<file path="config.mk">
export PLATFORM = sky130hd
export DESIGN_NAME = ssb_top
export DESIGN_NICKNAME = d
export VERILOG_FILES = /design/src/core/ssb_pkg.sv /design/src/core/ssb_top.sv
export VERILOG_INCLUDE_DIRS = /design/src /design/src/core
export SDC_FILE = /design/constraint.sdc
export NUM_CORES = 1
export LEC_CHECK = 0
export BUFFER_PORTS_ARGS = -buffer_cell sky130_fd_sc_hd__clkbuf_2
export CAP_MARGIN = 20
export CELL_PAD_IN_SITES_DETAIL_PLACEMENT = 1
export CELL_PAD_IN_SITES_GLOBAL_PLACEMENT = 1
export CORE_MARGIN = 2
export CORE_UTILIZATION = 42
export DETAILED_ROUTE_END_ITERATION = 12
export GPL_TIMING_DRIVEN = 1
export PLACE_DENSITY_LB_ADDON = 0.1
export SYNTH_ARGS = -nofsm -noshare
export SYNTH_HDL_FRONTEND = slang
export SYNTH_SLANG_ARGS = --single-unit
export TNS_END_PERCENT = 5
</file>
<file path="constraint.sdc">
create_clock -name CLK -period 4.1 [get_ports CLK]
set_input_delay 0.205 -clock CLK [delete_from_list [all_inputs] [get_ports CLK]]
set_output_delay 0.205 -clock CLK [all_outputs]
set_load 0.05 [all_outputs]
</file>
<file path="src/core/ssb_consts.svh">
`ifndef SSB_CONSTS_SVH
`define SSB_CONSTS_SVH

// Register word indices; byte address is four times the index
`define SSB_IDX_VECTOR 10'h0F4
`define SSB_IDX_COMPARE 10'h0F5
`define SSB_IDX_MASK 10'h0F6
`define SSB_IDX_STATUS 10'h0F7
`define SSB_IDX_DATA 10'h0F8
`define SSB_IDX_PRIO 10'h0F9
`define SSB_IDX_CHAR 10'h0FA

// Event status bit positions
`define SSB_ST_OVR 7
`define SSB_ST_FRM 6
`define SSB_ST_PAR 5
`define SSB_ST_ADR 4
`define SSB_ST_BRK 3
`define SSB_ST_RXD 2
`define SSB_ST_TXB 1
`define SSB_ST_TXS 0

// Priority/control bit positions
`define SSB_PR_ADDR_MODE_ENABLE_BIT 7
`define SSB_PR_SB 6
`define SSB_PR_SA 5
`define SSB_PR_RXD 4
`define SSB_PR_TXD 3
`define SSB_PRL_NONE 3'h7

// Interrupt mask bit positions
`define SSB_MK_BSN 7
`define SSB_MK_RXEOB 6
`define SSB_MK_TXEOB 5
`define SSB_MK_RXE 4
`define SSB_MK_RXA 3
`define SSB_MK_RXB 2
`define SSB_MK_RXDI 1
`define SSB_MK_TXDI 0

// Character format bit positions
`define SSB_CH_AM 7
`define SSB_CH_EP 6
`define SSB_CH_PEN 5
`define SSB_CH_AB 4

// Reset values
`define SSB_RST_STATUS 8'h00
`define SSB_RST_MASK 8'h00
`define SSB_RST_PRIO 8'h07
`define SSB_RST_CHAR 8'h03
`define SSB_RST_COMPARE 8'h00
`define SSB_RST_VECTOR 5'h00

// Vector source codes
`define SSB_EV_ERR 2'h0
`define SSB_EV_BRKADR 2'h1
`define SSB_EV_RXD 2'h2
`define SSB_EV_TX 2'h3

// Start bit, five data bits and one stop bit
`define SSB_WORD_BASE 4'h7

`endif

</file>
<file path="src/core/ssb_pkg.sv">
package ssb_pkg;

    // One word handed over by the receive shifter at end of word
    typedef struct packed {
        logic all_low;
        logic stop_ok;
        logic par_bit;
        logic ninth;
        logic [7:0] data;
    } ssb_rx_word_t;

    // One byte handed to the transmit shifter
    typedef struct packed {
        logic addr;
        logic [7:0] data;
    } ssb_tx_load_t;

    // Service requests, highest rank first
    typedef struct packed {
        logic rx_dma;
        logic tx_dma;
        logic rx_int;
        logic tx_int;
    } ssb_svc_t;

    // Break generator states
    typedef enum logic [2:0] {
        SSB_BRK_IDLE = 3'b001,
        SSB_BRK_LOW = 3'b010,
        SSB_BRK_MARK = 3'b100
    } ssb_brk_state_t;

endpackage

</file>
<file path="src/core/ssb_top.sv">
`timescale 1ns/1ps
`include "ssb_consts.svh"
// Summary of operation
// [RL1] Overrun flag when unread data is overwritten
// [RL2] Framing flag on bad stop bit; still stored
// [RL3] Parity flag on wrong parity bit
// [RL4] Address flag on selected address-mode event
// [RL5] Break flag when line low whole word
// [RL6] Data flag whenever holding register is loaded
// [RL7] Buffer-empty flag when transmit holding empties
// [RL8] Shift-empty flag when shifter finished sending
// [RL9] Software may only clear flags, never set
// [RL10] Load at word end; pad unused bits high
// [RL11] Hand byte to free shifter; flag updates
// [RL12] Receive and transmit holding share one address
// [RL13] Four address-mode encodings of enable/select
// [RL14] Address word not stored; filter following words
// [RL15] Software clears address flag before next word
// [RL16] Break low at least one word, high end
// [RL17] Address bit sent then cleared by hardware
// [RL18] Software writes address bit before data byte
// [RL19] Receive DMA mask; cleared at count zero
// [RL20] Transmit DMA mask; cleared at count zero
// [RL21] Three-bit priority, seven means none
// [RL22] Rank: rx DMA, tx DMA, rx int, tx int
// [RL23] Two-bit vector code names interrupt source
// [RL24] Write zero clears; hardware set wins
module ssb_top
    import ssb_pkg::*;
(
    input wire logic CLK,
    input wire logic RESET_N,
    input wire logic PSEL,
    input wire logic PENABLE,
    input wire logic PWRITE,
    input wire logic [11:0] PADDR,
    input wire logic [31:0] PWDATA,
    output logic [31:0] PRDATA,
    output logic PREADY,
    output logic PSLVERR,
    input wire logic RX_WORD_DONE,
    input wire ssb_rx_word_t RX_WORD,
    input wire logic TX_SHIFT_FREE,
    input wire logic TX_SHIFT_DONE,
    input wire logic TX_BIT_TICK,
    output logic TX_LOAD,
    output ssb_tx_load_t TX_LOAD_WORD,
    output logic TX_BREAK_LOW,
    input wire logic RX_DMA_TC_ZERO,
    input wire logic TX_DMA_TC_ZERO,
    output ssb_svc_t SVC_GRANT,
    output logic [2:0] SVC_LEVEL
);

    // True when the address is aligned and selects word idx
    function automatic logic reg_hit(input logic [11:0] addr, input logic [9:0] idx);
        reg_hit = (addr[1:0] == 2'h0) && (addr[11:2] == idx);
    endfunction

    // Bits that belong to the selected word length
    function automatic logic [7:0] wl_mask(input logic [1:0] wl);
        wl_mask = 8'hFF >> (2'h3 - wl);
    endfunction

    // Fixed in-block ranking: one request wins
    function automatic ssb_svc_t rank(input ssb_svc_t req);
        rank = '0;
        if (req.rx_dma) begin
            rank.rx_dma = 1'b1;
        end else if (req.tx_dma) begin
            rank.tx_dma = 1'b1;
        end else if (req.rx_int) begin
            rank.rx_int = 1'b1;
        end else if (req.tx_int) begin
            rank.tx_int = 1'b1;
        end
    endfunction

    logic [7:0] status_r; // Event flags
    logic [7:0] mask_r; // Interrupt enables and end-of-block flags
    logic [7:0] prio_r; // Address mode, break, address bit, DMA masks, level
    logic [7:0] char_r; // Character format
    logic [7:0] compare_r; // Address / search character
    logic [4:0] vec_r; // Writable vector base
    logic [7:0] rhr_r; // Receive holding register
    logic [7:0] thr_r; // Transmit holding register
    logic thr_full_r; // Transmit holding holds an unsent byte
    logic unread_r; // Receive holding not yet read
    logic matched_r; // Last address word matched
    logic after_brk_r; // Next word follows a break
    logic ack_r; // APB wait-state toggle
    logic [31:0] prdata_r; // Registered read data
    logic [3:0] brk_cnt_r; // Transmit bit periods spent in break
    ssb_brk_state_t brk_state_r; // Break generator state
    ssb_tx_load_t tx_word_r; // Word last handed to the shifter

    // APB decode
    logic access;
    logic valid;
    logic wr_done;
    logic rd_data_done;
    logic wr_status;
    logic wr_data;
    logic wr_prio;
    logic wr_mask;
    logic [31:0] rd_val;

    assign access = PSEL && PENABLE;
    assign valid = reg_hit(PADDR, `SSB_IDX_VECTOR) || reg_hit(PADDR, `SSB_IDX_COMPARE)
        || reg_hit(PADDR, `SSB_IDX_MASK) || reg_hit(PADDR, `SSB_IDX_STATUS)
        || reg_hit(PADDR, `SSB_IDX_DATA) || reg_hit(PADDR, `SSB_IDX_PRIO)
        || reg_hit(PADDR, `SSB_IDX_CHAR);
    // One wait state so that read data comes from a flip-flop
    assign PREADY = access && ack_r;
    assign PSLVERR = PREADY && !valid;
    assign PRDATA = prdata_r;
    assign wr_done = PREADY && PWRITE && valid;
    assign wr_status = wr_done && reg_hit(PADDR, `SSB_IDX_STATUS);
    assign wr_data = wr_done && reg_hit(PADDR, `SSB_IDX_DATA);
    assign wr_prio = wr_done && reg_hit(PADDR, `SSB_IDX_PRIO);
    assign wr_mask = wr_done && reg_hit(PADDR, `SSB_IDX_MASK);
    assign rd_data_done = PREADY && !PWRITE && reg_hit(PADDR, `SSB_IDX_DATA);

    // Format fields
    logic addr_mode_enable_bit;
    logic am;
    logic ab;
    logic pen;
    logic [7:0] wmask;
    logic [3:0] word_bits;

    assign addr_mode_enable_bit = prio_r[`SSB_PR_ADDR_MODE_ENABLE_BIT];
    assign am = char_r[`SSB_CH_AM];
    assign ab = char_r[`SSB_CH_AB];
    assign pen = char_r[`SSB_CH_PEN];
    assign wmask = wl_mask(char_r[1:0]);
    assign word_bits = `SSB_WORD_BASE + {2'h0, char_r[1:0]} + {3'h0, pen} + {3'h0, ab};

    // Receive word classification
    logic rx_brk;
    logic rx_word;
    logic match;
    logic is_addr;
    logic addr_evt;
    logic store;
    logic par_err;
    logic [7:0] rx_fill;

    always_comb begin
        rx_brk = RX_WORD_DONE && RX_WORD.all_low;
        rx_word = RX_WORD_DONE && !RX_WORD.all_low;
        match = (RX_WORD.data & wmask) == (compare_r & wmask);
        // Even parity: all bits xor to zero; odd: to one
        par_err = pen && ((^(RX_WORD.data & wmask) ^ RX_WORD.par_bit) == char_r[`SSB_CH_EP]); // RL3
        rx_fill = RX_WORD.data | ~wmask; // RL10
        is_addr = 1'b0;
        addr_evt = 1'b0;
        case ({addr_mode_enable_bit, am}) // RL13
            2'b00: begin
                addr_evt = ab && RX_WORD.ninth;
            end
            2'b01: begin
                addr_evt = match; // Character search, word still stored
            end
            2'b10: begin
                is_addr = ab && RX_WORD.ninth;
                addr_evt = is_addr && match;
            end
            2'b11: begin
                is_addr = after_brk_r;
                addr_evt = is_addr && match;
            end
            default: begin
                addr_evt = 1'b0;
            end
        endcase
        // Address words are dropped; data only after a match, but a
        // framing error while hunting still reaches the buffer
        store = rx_word && (!addr_mode_enable_bit || (!is_addr && matched_r) || !RX_WORD.stop_ok); // RL14 RL2
    end

    // Address filter state
    always_ff @(posedge CLK or negedge RESET_N) begin
        if (!RESET_N) begin
            matched_r <= 1'b0;
            after_brk_r <= 1'b0;
        end else begin
            if (rx_brk) begin
                after_brk_r <= 1'b1;
            end else if (rx_word) begin
                after_brk_r <= 1'b0;
            end
            if (rx_word && addr_mode_enable_bit && is_addr) begin
                matched_r <= match; // RL14
            end
        end
    end

    // Receive holding register and unread tracking
    always_ff @(posedge CLK or negedge RESET_N) begin
        if (!RESET_N) begin
            rhr_r <= 8'h00;
            unread_r <= 1'b0;
        end else begin
            if (store) begin
                rhr_r <= rx_fill; // RL10
            end
            // A new load wins over a read in the same cycle
            if (store) begin
                unread_r <= 1'b1;
            end else if (rd_data_done) begin
                unread_r <= 1'b0;
            end
        end
    end

    // Transmit side: holding register to shifter
    logic brk_idle;
    assign brk_idle = (brk_state_r == SSB_BRK_IDLE);
    assign TX_LOAD = thr_full_r && TX_SHIFT_FREE && brk_idle; // RL11
    assign TX_LOAD_WORD = tx_word_r;

    always_ff @(posedge CLK or negedge RESET_N) begin
        if (!RESET_N) begin
            thr_r <= 8'h00;
            thr_full_r <= 1'b0;
            tx_word_r <= '0;
        end else begin
            if (wr_data) begin
                thr_r <= PWDATA[7:0]; // RL12
            end
            if (wr_data) begin
                thr_full_r <= 1'b1;
            end else if (TX_LOAD) begin
                thr_full_r <= 1'b0;
            end
            if (TX_LOAD) begin
                // Upper bits beyond the word length are cleared to zero
                tx_word_r.data <= thr_r & wmask; // RL11
                tx_word_r.addr <= ab && prio_r[`SSB_PR_SA]; // RL17
            end
        end
    end

    // Event flag set sources
    logic [7:0] st_set;
    logic [7:0] st_clr;
    always_comb begin
        st_set = 8'h00;
        st_set[`SSB_ST_OVR] = store && unread_r; // RL1
        st_set[`SSB_ST_FRM] = rx_word && !RX_WORD.stop_ok; // RL2
        st_set[`SSB_ST_PAR] = rx_word && par_err; // RL3
        st_set[`SSB_ST_ADR] = rx_word && addr_evt; // RL4
        st_set[`SSB_ST_BRK] = rx_brk; // RL5
        st_set[`SSB_ST_RXD] = store; // RL6
        st_set[`SSB_ST_TXB] = TX_LOAD; // RL7
        st_set[`SSB_ST_TXS] = TX_SHIFT_DONE; // RL8
        // Software can only clear, by writing zero
        st_clr = wr_status ? ~PWDATA[7:0] : 8'h00; // RL9 RL24
        // DMA service of the data register retires its own flag
        st_clr[`SSB_ST_RXD] = st_clr[`SSB_ST_RXD] || (rd_data_done && prio_r[`SSB_PR_RXD]);
        st_clr[`SSB_ST_TXB] = st_clr[`SSB_ST_TXB] || (wr_data && prio_r[`SSB_PR_TXD]);
        st_clr[`SSB_ST_TXS] = st_clr[`SSB_ST_TXS] || (wr_data && prio_r[`SSB_PR_TXD]);
    end

    // One flop per flag; a set in the clear cycle survives
    localparam logic [7:0] st_reset = `SSB_RST_STATUS; // Reset image of the event flags
    genvar gi;
    generate
        for (gi = 0; gi < 8; gi = gi + 1) begin : g_flag
            always_ff @(posedge CLK or negedge RESET_N) begin
                if (!RESET_N) begin
                    status_r[gi] <= st_reset[gi];
                end else begin
                    status_r[gi] <= st_set[gi] || (status_r[gi] && !st_clr[gi]); // RL24
                end
            end
        end
    endgenerate

    // Priority / control register
    always_ff @(posedge CLK or negedge RESET_N) begin
        if (!RESET_N) begin
            prio_r <= `SSB_RST_PRIO;
        end else if (wr_prio) begin
            prio_r <= PWDATA[7:0]; // Software write wins a same-cycle clear
        end else begin
            if (RX_DMA_TC_ZERO) begin
                prio_r[`SSB_PR_RXD] <= 1'b0; // RL19
            end
            if (TX_DMA_TC_ZERO) begin
                prio_r[`SSB_PR_TXD] <= 1'b0; // RL20
            end
            if (TX_LOAD && ab) begin
                prio_r[`SSB_PR_SA] <= 1'b0; // RL17
            end
        end
    end

    // Interrupt mask; end-of-block bits are set by hardware only
    always_ff @(posedge CLK or negedge RESET_N) begin
        if (!RESET_N) begin
            mask_r <= `SSB_RST_MASK;
        end else begin
            if (wr_mask) begin
                mask_r <= {PWDATA[7], mask_r[6:5] & PWDATA[6:5], PWDATA[4:0]};
            end
            if (RX_DMA_TC_ZERO) begin
                mask_r[`SSB_MK_RXEOB] <= 1'b1; // RL19
            end
            if (TX_DMA_TC_ZERO) begin
                mask_r[`SSB_MK_TXEOB] <= 1'b1; // RL20
            end
        end
    end

    // Plain configuration registers
    always_ff @(posedge CLK or negedge RESET_N) begin
        if (!RESET_N) begin
            char_r <= `SSB_RST_CHAR;
            compare_r <= `SSB_RST_COMPARE;
            vec_r <= `SSB_RST_VECTOR;
        end else begin
            if (wr_done && reg_hit(PADDR, `SSB_IDX_CHAR)) begin
                char_r <= PWDATA[7:0];
            end
            if (wr_done && reg_hit(PADDR, `SSB_IDX_COMPARE)) begin
                compare_r <= PWDATA[7:0];
            end
            if (wr_done && reg_hit(PADDR, `SSB_IDX_VECTOR)) begin
                vec_r <= PWDATA[7:3];
            end
        end
    end

    // Break generator
    always_ff @(posedge CLK or negedge RESET_N) begin
        if (!RESET_N) begin
            brk_state_r <= SSB_BRK_IDLE;
            brk_cnt_r <= 4'h0;
        end else begin
            case (brk_state_r)
                SSB_BRK_IDLE: begin
                    // Wait until both holding and shift registers are empty
                    if (prio_r[`SSB_PR_SB] && !thr_full_r && TX_SHIFT_FREE) begin
                        brk_state_r <= SSB_BRK_LOW; // RL16
                        brk_cnt_r <= 4'h0;
                    end
                end
                SSB_BRK_LOW: begin
                    if (TX_BIT_TICK && (brk_cnt_r < word_bits)) begin
                        brk_cnt_r <= brk_cnt_r + 4'h1;
                    end
                    if ((brk_cnt_r >= word_bits) && !prio_r[`SSB_PR_SB]) begin
                        brk_state_r <= SSB_BRK_MARK; // RL16
                    end
                end
                SSB_BRK_MARK: begin
                    // One transmit period of mark closes the break
                    if (TX_BIT_TICK) begin
                        brk_state_r <= SSB_BRK_IDLE; // RL16
                    end
                end
                default: begin
                    brk_state_r <= SSB_BRK_IDLE;
                end
            endcase
        end
    end
    assign TX_BREAK_LOW = (brk_state_r == SSB_BRK_LOW);

    // Interrupt sources, DMA requests and vector code
    logic err_int;
    logic ba_int;
    logic rxd_int;
    logic tx_src;
    logic tx_int;
    logic [1:0] ev;
    ssb_svc_t req;
    always_comb begin
        err_int = |status_r[`SSB_ST_OVR:`SSB_ST_PAR] && mask_r[`SSB_MK_RXE];
        ba_int = (status_r[`SSB_ST_ADR] && mask_r[`SSB_MK_RXA])
            || (status_r[`SSB_ST_BRK] && mask_r[`SSB_MK_RXB]);
        rxd_int = mask_r[`SSB_MK_RXDI] && ((status_r[`SSB_ST_RXD] && !prio_r[`SSB_PR_RXD])
            || mask_r[`SSB_MK_RXEOB]); // RL19
        tx_src = mask_r[`SSB_MK_BSN] ? status_r[`SSB_ST_TXB] : status_r[`SSB_ST_TXS];
        tx_int = mask_r[`SSB_MK_TXDI] && ((tx_src && !prio_r[`SSB_PR_TXD])
            || mask_r[`SSB_MK_TXEOB]); // RL20
        if (err_int) begin
            ev = `SSB_EV_ERR; // RL23
        end else if (ba_int) begin
            ev = `SSB_EV_BRKADR;
        end else if (rxd_int) begin
            ev = `SSB_EV_RXD;
        end else begin
            ev = `SSB_EV_TX;
        end
        req.rx_dma = prio_r[`SSB_PR_RXD] && status_r[`SSB_ST_RXD]; // RL19
        req.tx_dma = prio_r[`SSB_PR_TXD] && tx_src; // RL20
        req.rx_int = err_int || ba_int || rxd_int;
        req.tx_int = tx_int;
    end

    // Level seven silences every request
    assign SVC_LEVEL = prio_r[2:0]; // RL21
    assign SVC_GRANT = (prio_r[2:0] == `SSB_PRL_NONE) ? ssb_svc_t'('0) : rank(req); // RL21 RL22

    // Read mux; the data index reads the receive side only
    always_comb begin
        rd_val = 32'h0000_0000;
        if (reg_hit(PADDR, `SSB_IDX_STATUS)) begin
            rd_val[7:0] = status_r;
        end else if (reg_hit(PADDR, `SSB_IDX_DATA)) begin
            rd_val[7:0] = rhr_r; // RL12
        end else if (reg_hit(PADDR, `SSB_IDX_PRIO)) begin
            rd_val[7:0] = prio_r;
        end else if (reg_hit(PADDR, `SSB_IDX_MASK)) begin
            rd_val[7:0] = mask_r;
        end else if (reg_hit(PADDR, `SSB_IDX_CHAR)) begin
            rd_val[7:0] = char_r;
        end else if (reg_hit(PADDR, `SSB_IDX_COMPARE)) begin
            rd_val[7:0] = compare_r;
        end else if (reg_hit(PADDR, `SSB_IDX_VECTOR)) begin
            rd_val[7:0] = {vec_r, ev, 1'b0}; // RL23
        end
    end

    // APB answer timing and read capture
    always_ff @(posedge CLK or negedge RESET_N) begin
        if (!RESET_N) begin
            ack_r <= 1'b0;
            prdata_r <= 32'h0000_0000;
        end else begin
            ack_r <= access && !ack_r;
            if (access && !ack_r && !PWRITE) begin
                prdata_r <= rd_val;
            end
        end
    end
endmodule

</file>
=== After elaboration in Yosys (flattened, before gate mapping) ===
Index checks and enable logic that the tools add are counted.

* Register bits after elaboration: 90
* Output and inout bits: 52

* Add/subtract/negate cells: 5
* Order comparisons: 2
* Equality and inequality tests: 20
* Shift-type cells: 1
* Mux-type cells: 42
* Bitwise operators: 8
* Reduce and logical (&&, ||, !) cells: 122

{| class="wikitable"
|+ Operators by type and width
! kind !! number
|-
| == test 10 x 8 -> 1 bit, second input constant || 7
|-
| logical AND 1 bit || 64
|-
| 2-to-1 mux 8 bit || 8
|-
| bitwise AND 8 bit || 3
|-
| logical OR 1 bit || 24
|-
| logical NOT 1 bit || 19
|-
| 2-to-1 mux 1 bit || 18
|-
| nonzero test 2 bit || 9
|-
| NOT 8 bit || 2
|-
| 2-to-1 mux 3 bit || 5
|-
| 2-to-1 mux 4 bit || 3
|-
| case mux 3 bit (3 select lines) || 1
|-
| adder 4 x 1 -> 4 bit || 2
|-
| == test 8 bit || 1
|-
| bitwise OR 8 bit || 1
|-
| case mux 4 bit (2 select lines) || 1
|-
| XOR reduction 8 bit || 1
|-
| right shift 8 x 2 -> 8 bit, first input constant || 1
|-
| 2-to-1 mux 7 bit || 1
|-
| == test 3 bit, second input constant || 2
|-
| 2-to-1 mux 2 bit || 3
|-
| != test 2 x 1 -> 1 bit, second input constant || 3
|-
| AND reduction 3 bit || 2
|-
| adder 3 x 2 -> 4 bit, first input constant || 1
|-
| 16 further kinds || 18
|}

=== Depth between registers and ports, before layout ===
* Word-level depth: 15
* Gate-level depth with buffers: 13
* Mapped depth without buffers: 12

=== Worst setup path after synthesis ===
OpenSTA, ideal clock, no wires.

* Path kind: register to register
* Start: register char_r[0]
* End: register brk_cnt_r[1]
* Arrival time: 3,097 ps
* Slack: 877 ps
* Stages on the path, launching flop included: 14
* Buffers on the path: 1
* Period minus slack after synthesis: 3,223 ps
* Cells stage by stage: dfstp_2 clkbuf_1 inv_1 ha_1 inv_1 ha_1 inv_1 fa_1 ha_1 nor2b_1 o21a_1 o21ai_0 nand2_1 a311o_1

* Cells in the longest elaborated chain, start to end: 7

{| class="wikitable"
|+ RTL lines
! what !! line !! RTL
|-
| from (decl) || ssb_top.sv:82 || <nowiki>logic [7:0] char_r;</nowiki>
|-
| from (signal assigned) || ssb_top.sv:320 || <nowiki>char_r <= `SSB_RST_CHAR;</nowiki>
|-
| from (signal assigned) || ssb_top.sv:325 || <nowiki>char_r <= PWDATA[7:0];</nowiki>
|-
| adder 3 x 2 -> 4 bit (no line) || -- ||
|-
| adder 4 x 1 -> 4 bit (no line) (2 in a row) || -- ||
|-
| < comparator 4 bit || ssb_top.sv:351 || <nowiki>if (TX_BIT_TICK && (brk_cnt_r < word_bits)) begin</nowiki>
|-
| logical AND 1 bit || ssb_top.sv:351 ||
|-
| != test 2 x 1 -> 1 bit (no line) || -- ||
|-
| AND reduction 3 bit (no line) || -- ||
|-
| to (signal assigned) || ssb_top.sv:352 || <nowiki>brk_cnt_r <= brk_cnt_r + 4'h1;</nowiki>
|-
| to (decl) || ssb_top.sv:93 || <nowiki>logic [3:0] brk_cnt_r;</nowiki>
|}

No other way between the ends.
A chain may end at the register's enable or synchronous reset.

=== Worst setup path after layout ===
Same ends and word-level chain as after synthesis.

==> flow_summary.toml <==
[cells_and_area]
post-route-util = 0.4905
drive_gt1_frac = 0.2899
area_delta_synth_final_pct = 13.68
nets = 648
antenna_cells = 0

[placement]
portBuffers = 70
routabilityCongestion = 0.9065
hpwl_um = 11570

[clock_tree]
cts_tree = "done"
clock-root-buffer = "clkbuf_16"
cts_buffer_depth = 2
clock_latency_ns = 0.35
cts_setup_buffers = 0
post_cts_resized = 0
path_clk_slew_ns = 0.07
cts_buffers = 9
cts_sinks = 90
htreeDepth = 3

[synthesis]
synth.area.top_cells = "dfrtp_1, mux2_2, o21ai_0"
synth_area_sq_um = 5204
yosysTopAreaCellShare = 0.4039
synth_edf_count = 0
synthMuxAreaShare = 0.1313
avgSynthCellArea_sq_um = 10.30
async_reset_ff_frac = 1.000
yosysMostFrequentCell = "dfrtp_1"
synthCells = 505
synthXorXnorAreaFrac = 0.02693
yosys.area_share.simple = 0.1628
synth_common_cells = "dfrtp_1, mux2_2, o21ai_0"
yosys_warnings = 0
synthFlopType = "dfrtp_1"
synth-seq-area-share = 0.4342
synth_cell_types = 70
synth_fa_ha_area_frac = 0.02549
synth_compound_area_frac = 0.1548
synth_top_family_by_area = "simple AND/OR/NAND/NOR gates"
synth-seq-cells = 90
synth_top_area_cell = "dfrtp_1"

[min_path]
min_from = "RX_DMA_TC_ZERO"
hold_depth = 2
min_to = "prio_r[4]"
hold_path_class = "input pin to register"

[detailed_routing]
wl_per_cell_um = 20.94
viasPerCell = 5.665
routed_wirelength_um = 15580
drt_iter0_drc = 258
route.detailed.drc = 0
firstDrtPassIters = 5
vias = 4215
ant_nets = 0

[setup_path]
critPathSlowestCell = "dfstp_2"
r2r_setup_slack_ns = 0.62
crit_path_start_kind = "register"
cp_num_buf_inv = 3
end_kind = "register"
path_delay_family = "adder cells"
cp_data_arrival_time_ns = 3.71
cp_max_fo = 10
path_class = "register to register"
worst_ep_required_time_ns = 4.33
r2r_end = "brk_cnt_r[1]"
reg2reg_depth = 12
r2r-start = "char_r[0]"
critPathMaxStageDelay_ns = 0.68
crit_chain = "inv_1 > ha_1 > inv_1 > ha_1 > inv_1 > fa_1 > ha_1 > nor2b_1 > o21a_1 > o21ai_0 > nand2_1 > a311o_1"

[floorplanning]
start_util = 0.4314
ios = 119
die_h_um = 115.3
die_x_um = 115.3
die-area_sq_um = 13300
rows = 40
core_sq_um = 12060

[sta]
fin_crit_sh = 0.8489
tightestPinTransition_ns = 1.055
report.final.slew_viol_count = 0
skew_ns = 0.01278
finalHoldViolations = 0
whs_ns = 0.05279
rsz0062_at_grt = "no"
finalSetupTns_ns = 0
slew_headroom = 0.2901
period_needed_ns = 3.480
setup_viol = 0
fmax_ghz = 0.2873

[power]
leakagePower_uw = 0.002608
vdd_ir_drop_max_mv = 0.2603
powerDensity_nw_per_um2 = 341.0

[global_route]
grt_pass1_vias = 4407
grt_usage = 0.2491
grt_max_degree = 50
grt-ovfl-total = 0
antenna_found_initial = 0
grt_pass1_wl_um = 24750

[outcome]
status = "finished, final reports clean"

[run]
drv_cap = 0
## worst max-delay path by stage
| stage | from | to | slack (ns) | depth (start not counted) |
|---|---|---|---|---|
| after floorplan | char_r[0] | brk_cnt_r[1] | 0.88 | 13 |
| after global placement | char_r[0] | brk_cnt_r[1] | 0.76 | 12 |
| after detailed placement | char_r[0] | brk_cnt_r[1] | 0.64 | 12 |
| after CTS | char_r[0] | brk_cnt_r[1] | 0.62 | 12 |
| after global routing | char_r[0] | brk_cnt_r[3] | 0.35 | 12 |
| final | char_r[0] | brk_cnt_r[1] | 0.62 | 12 |
## registers in the layout, indices dropped and copies added, names as in the netlist
register / flops
after_brk_r: 1
matched_r: 1
thr_full_r: 1
prio_r: 8
unread_r: 1
status_r: 8
char_r: 8
brk_cnt_r: 4
rhr_r: 8
mask_r: 8
ack_r: 1
compare_r: 8
PRDATA: 8
vec_r: 5
thr_r: 8
TX_LOAD_WORD: 9
brk_state_r: 3
## logic make-up (layout without fill, tap and decap cells)
kind of cell / after synthesis / after routing
flops: 90 / 90
buf+inv: 59 / 107
mux: 59 / 59
simple gates: 147 / 147
other cells: 1 / 24
xor+xnor: 16 / 16
fa+ha+maj: 10 / 10
compound gates: 123 / 123
## layout make-up
| class | count | area, sq um |
|---|---|---|
| Clock buffer | 11 | 242.7 |
| Clock inverter | 5 | 38.79 |
| Fill cell | 1370 | 6146 |
| Inverter | 16 | 60.06 |
| Multi-Input combinational cell | 379 | 2711 |
| Sequential cell | 90 | 2260 |
| Tap cell | 168 | 210.2 |
| Timing Repair Buffer | 75 | 392.9 |
## layout by cell type (no fill, tap or decap), drive strengths merged, types with 7 or more instances in the layout
cell type / count
nor2: 20
inv: 16
mux2: 56
clkbuf: 80
o21ai: 46
a22o: 9
xnor2: 13
nor2b: 7
ha: 9
nor4: 7
nand2: 40
a21oi: 17
conb: 24
nand2b: 14
nand3: 12
dfrtp: 84
## per-stage QoR
| stage | instances | setup slack [ns] | total power (uW) | cell area, sq um |
|---|---|---|---|---|
| after floorplan | 528 | 0.8767 | 1153 | 5290 |
| after global placement | 727 | 0.7635 | 1232 | 5624 |
| after detailed placement | 727 | 0.6358 | 1237 | 5624 |
| after CTS | 744 | 0.6195 | 2038 | 5916 |
| after global routing | 744 | 0.3524 | 2110 | 5916 |
| final | 744 | 0.6196 | 2017 | 5916 |
## routing by layer
layer / vias up / share of wire / GRT usage
li1: 1931 / - / -
met1: 2151 / 0.46 / 0.3390
met2: 110 / 0.48 / 0.3969
met3: 23 / 0.044 / 0.05113
met4: 0 / 0.020 / 0.08514
met5: - / 0 / 0
## worst reg2reg max path, cell delays in order, from the launching register on
cell and delay (ns):
dfstp_2 0.68, inv_1 0.10, ha_1 0.30, inv_1 0.06, ha_1 0.15, inv_1 0.06, fa_1 0.45, ha_1 0.30
nor2b_1 0.14, o21a_1 0.18, o21ai_0 0.38, nand2_1 0.19, a311o_1 0.38
## where the power goes
part / total, uW / switching (uW) / internal, uW
Combinational: 284 / 193 / 91.1
Clock: 795 / 364 / 431
Sequential: 938 / 24.5 / 913
Total: 2020 / 582 / 1440
## repair_timing
item                                   4_1_cts  5_1_grt
setup endpoints to repair                    0        0
hold buffers                                 1        0
endpoints found under the hold margin       47        0
(Power assumes the default switching activity.)
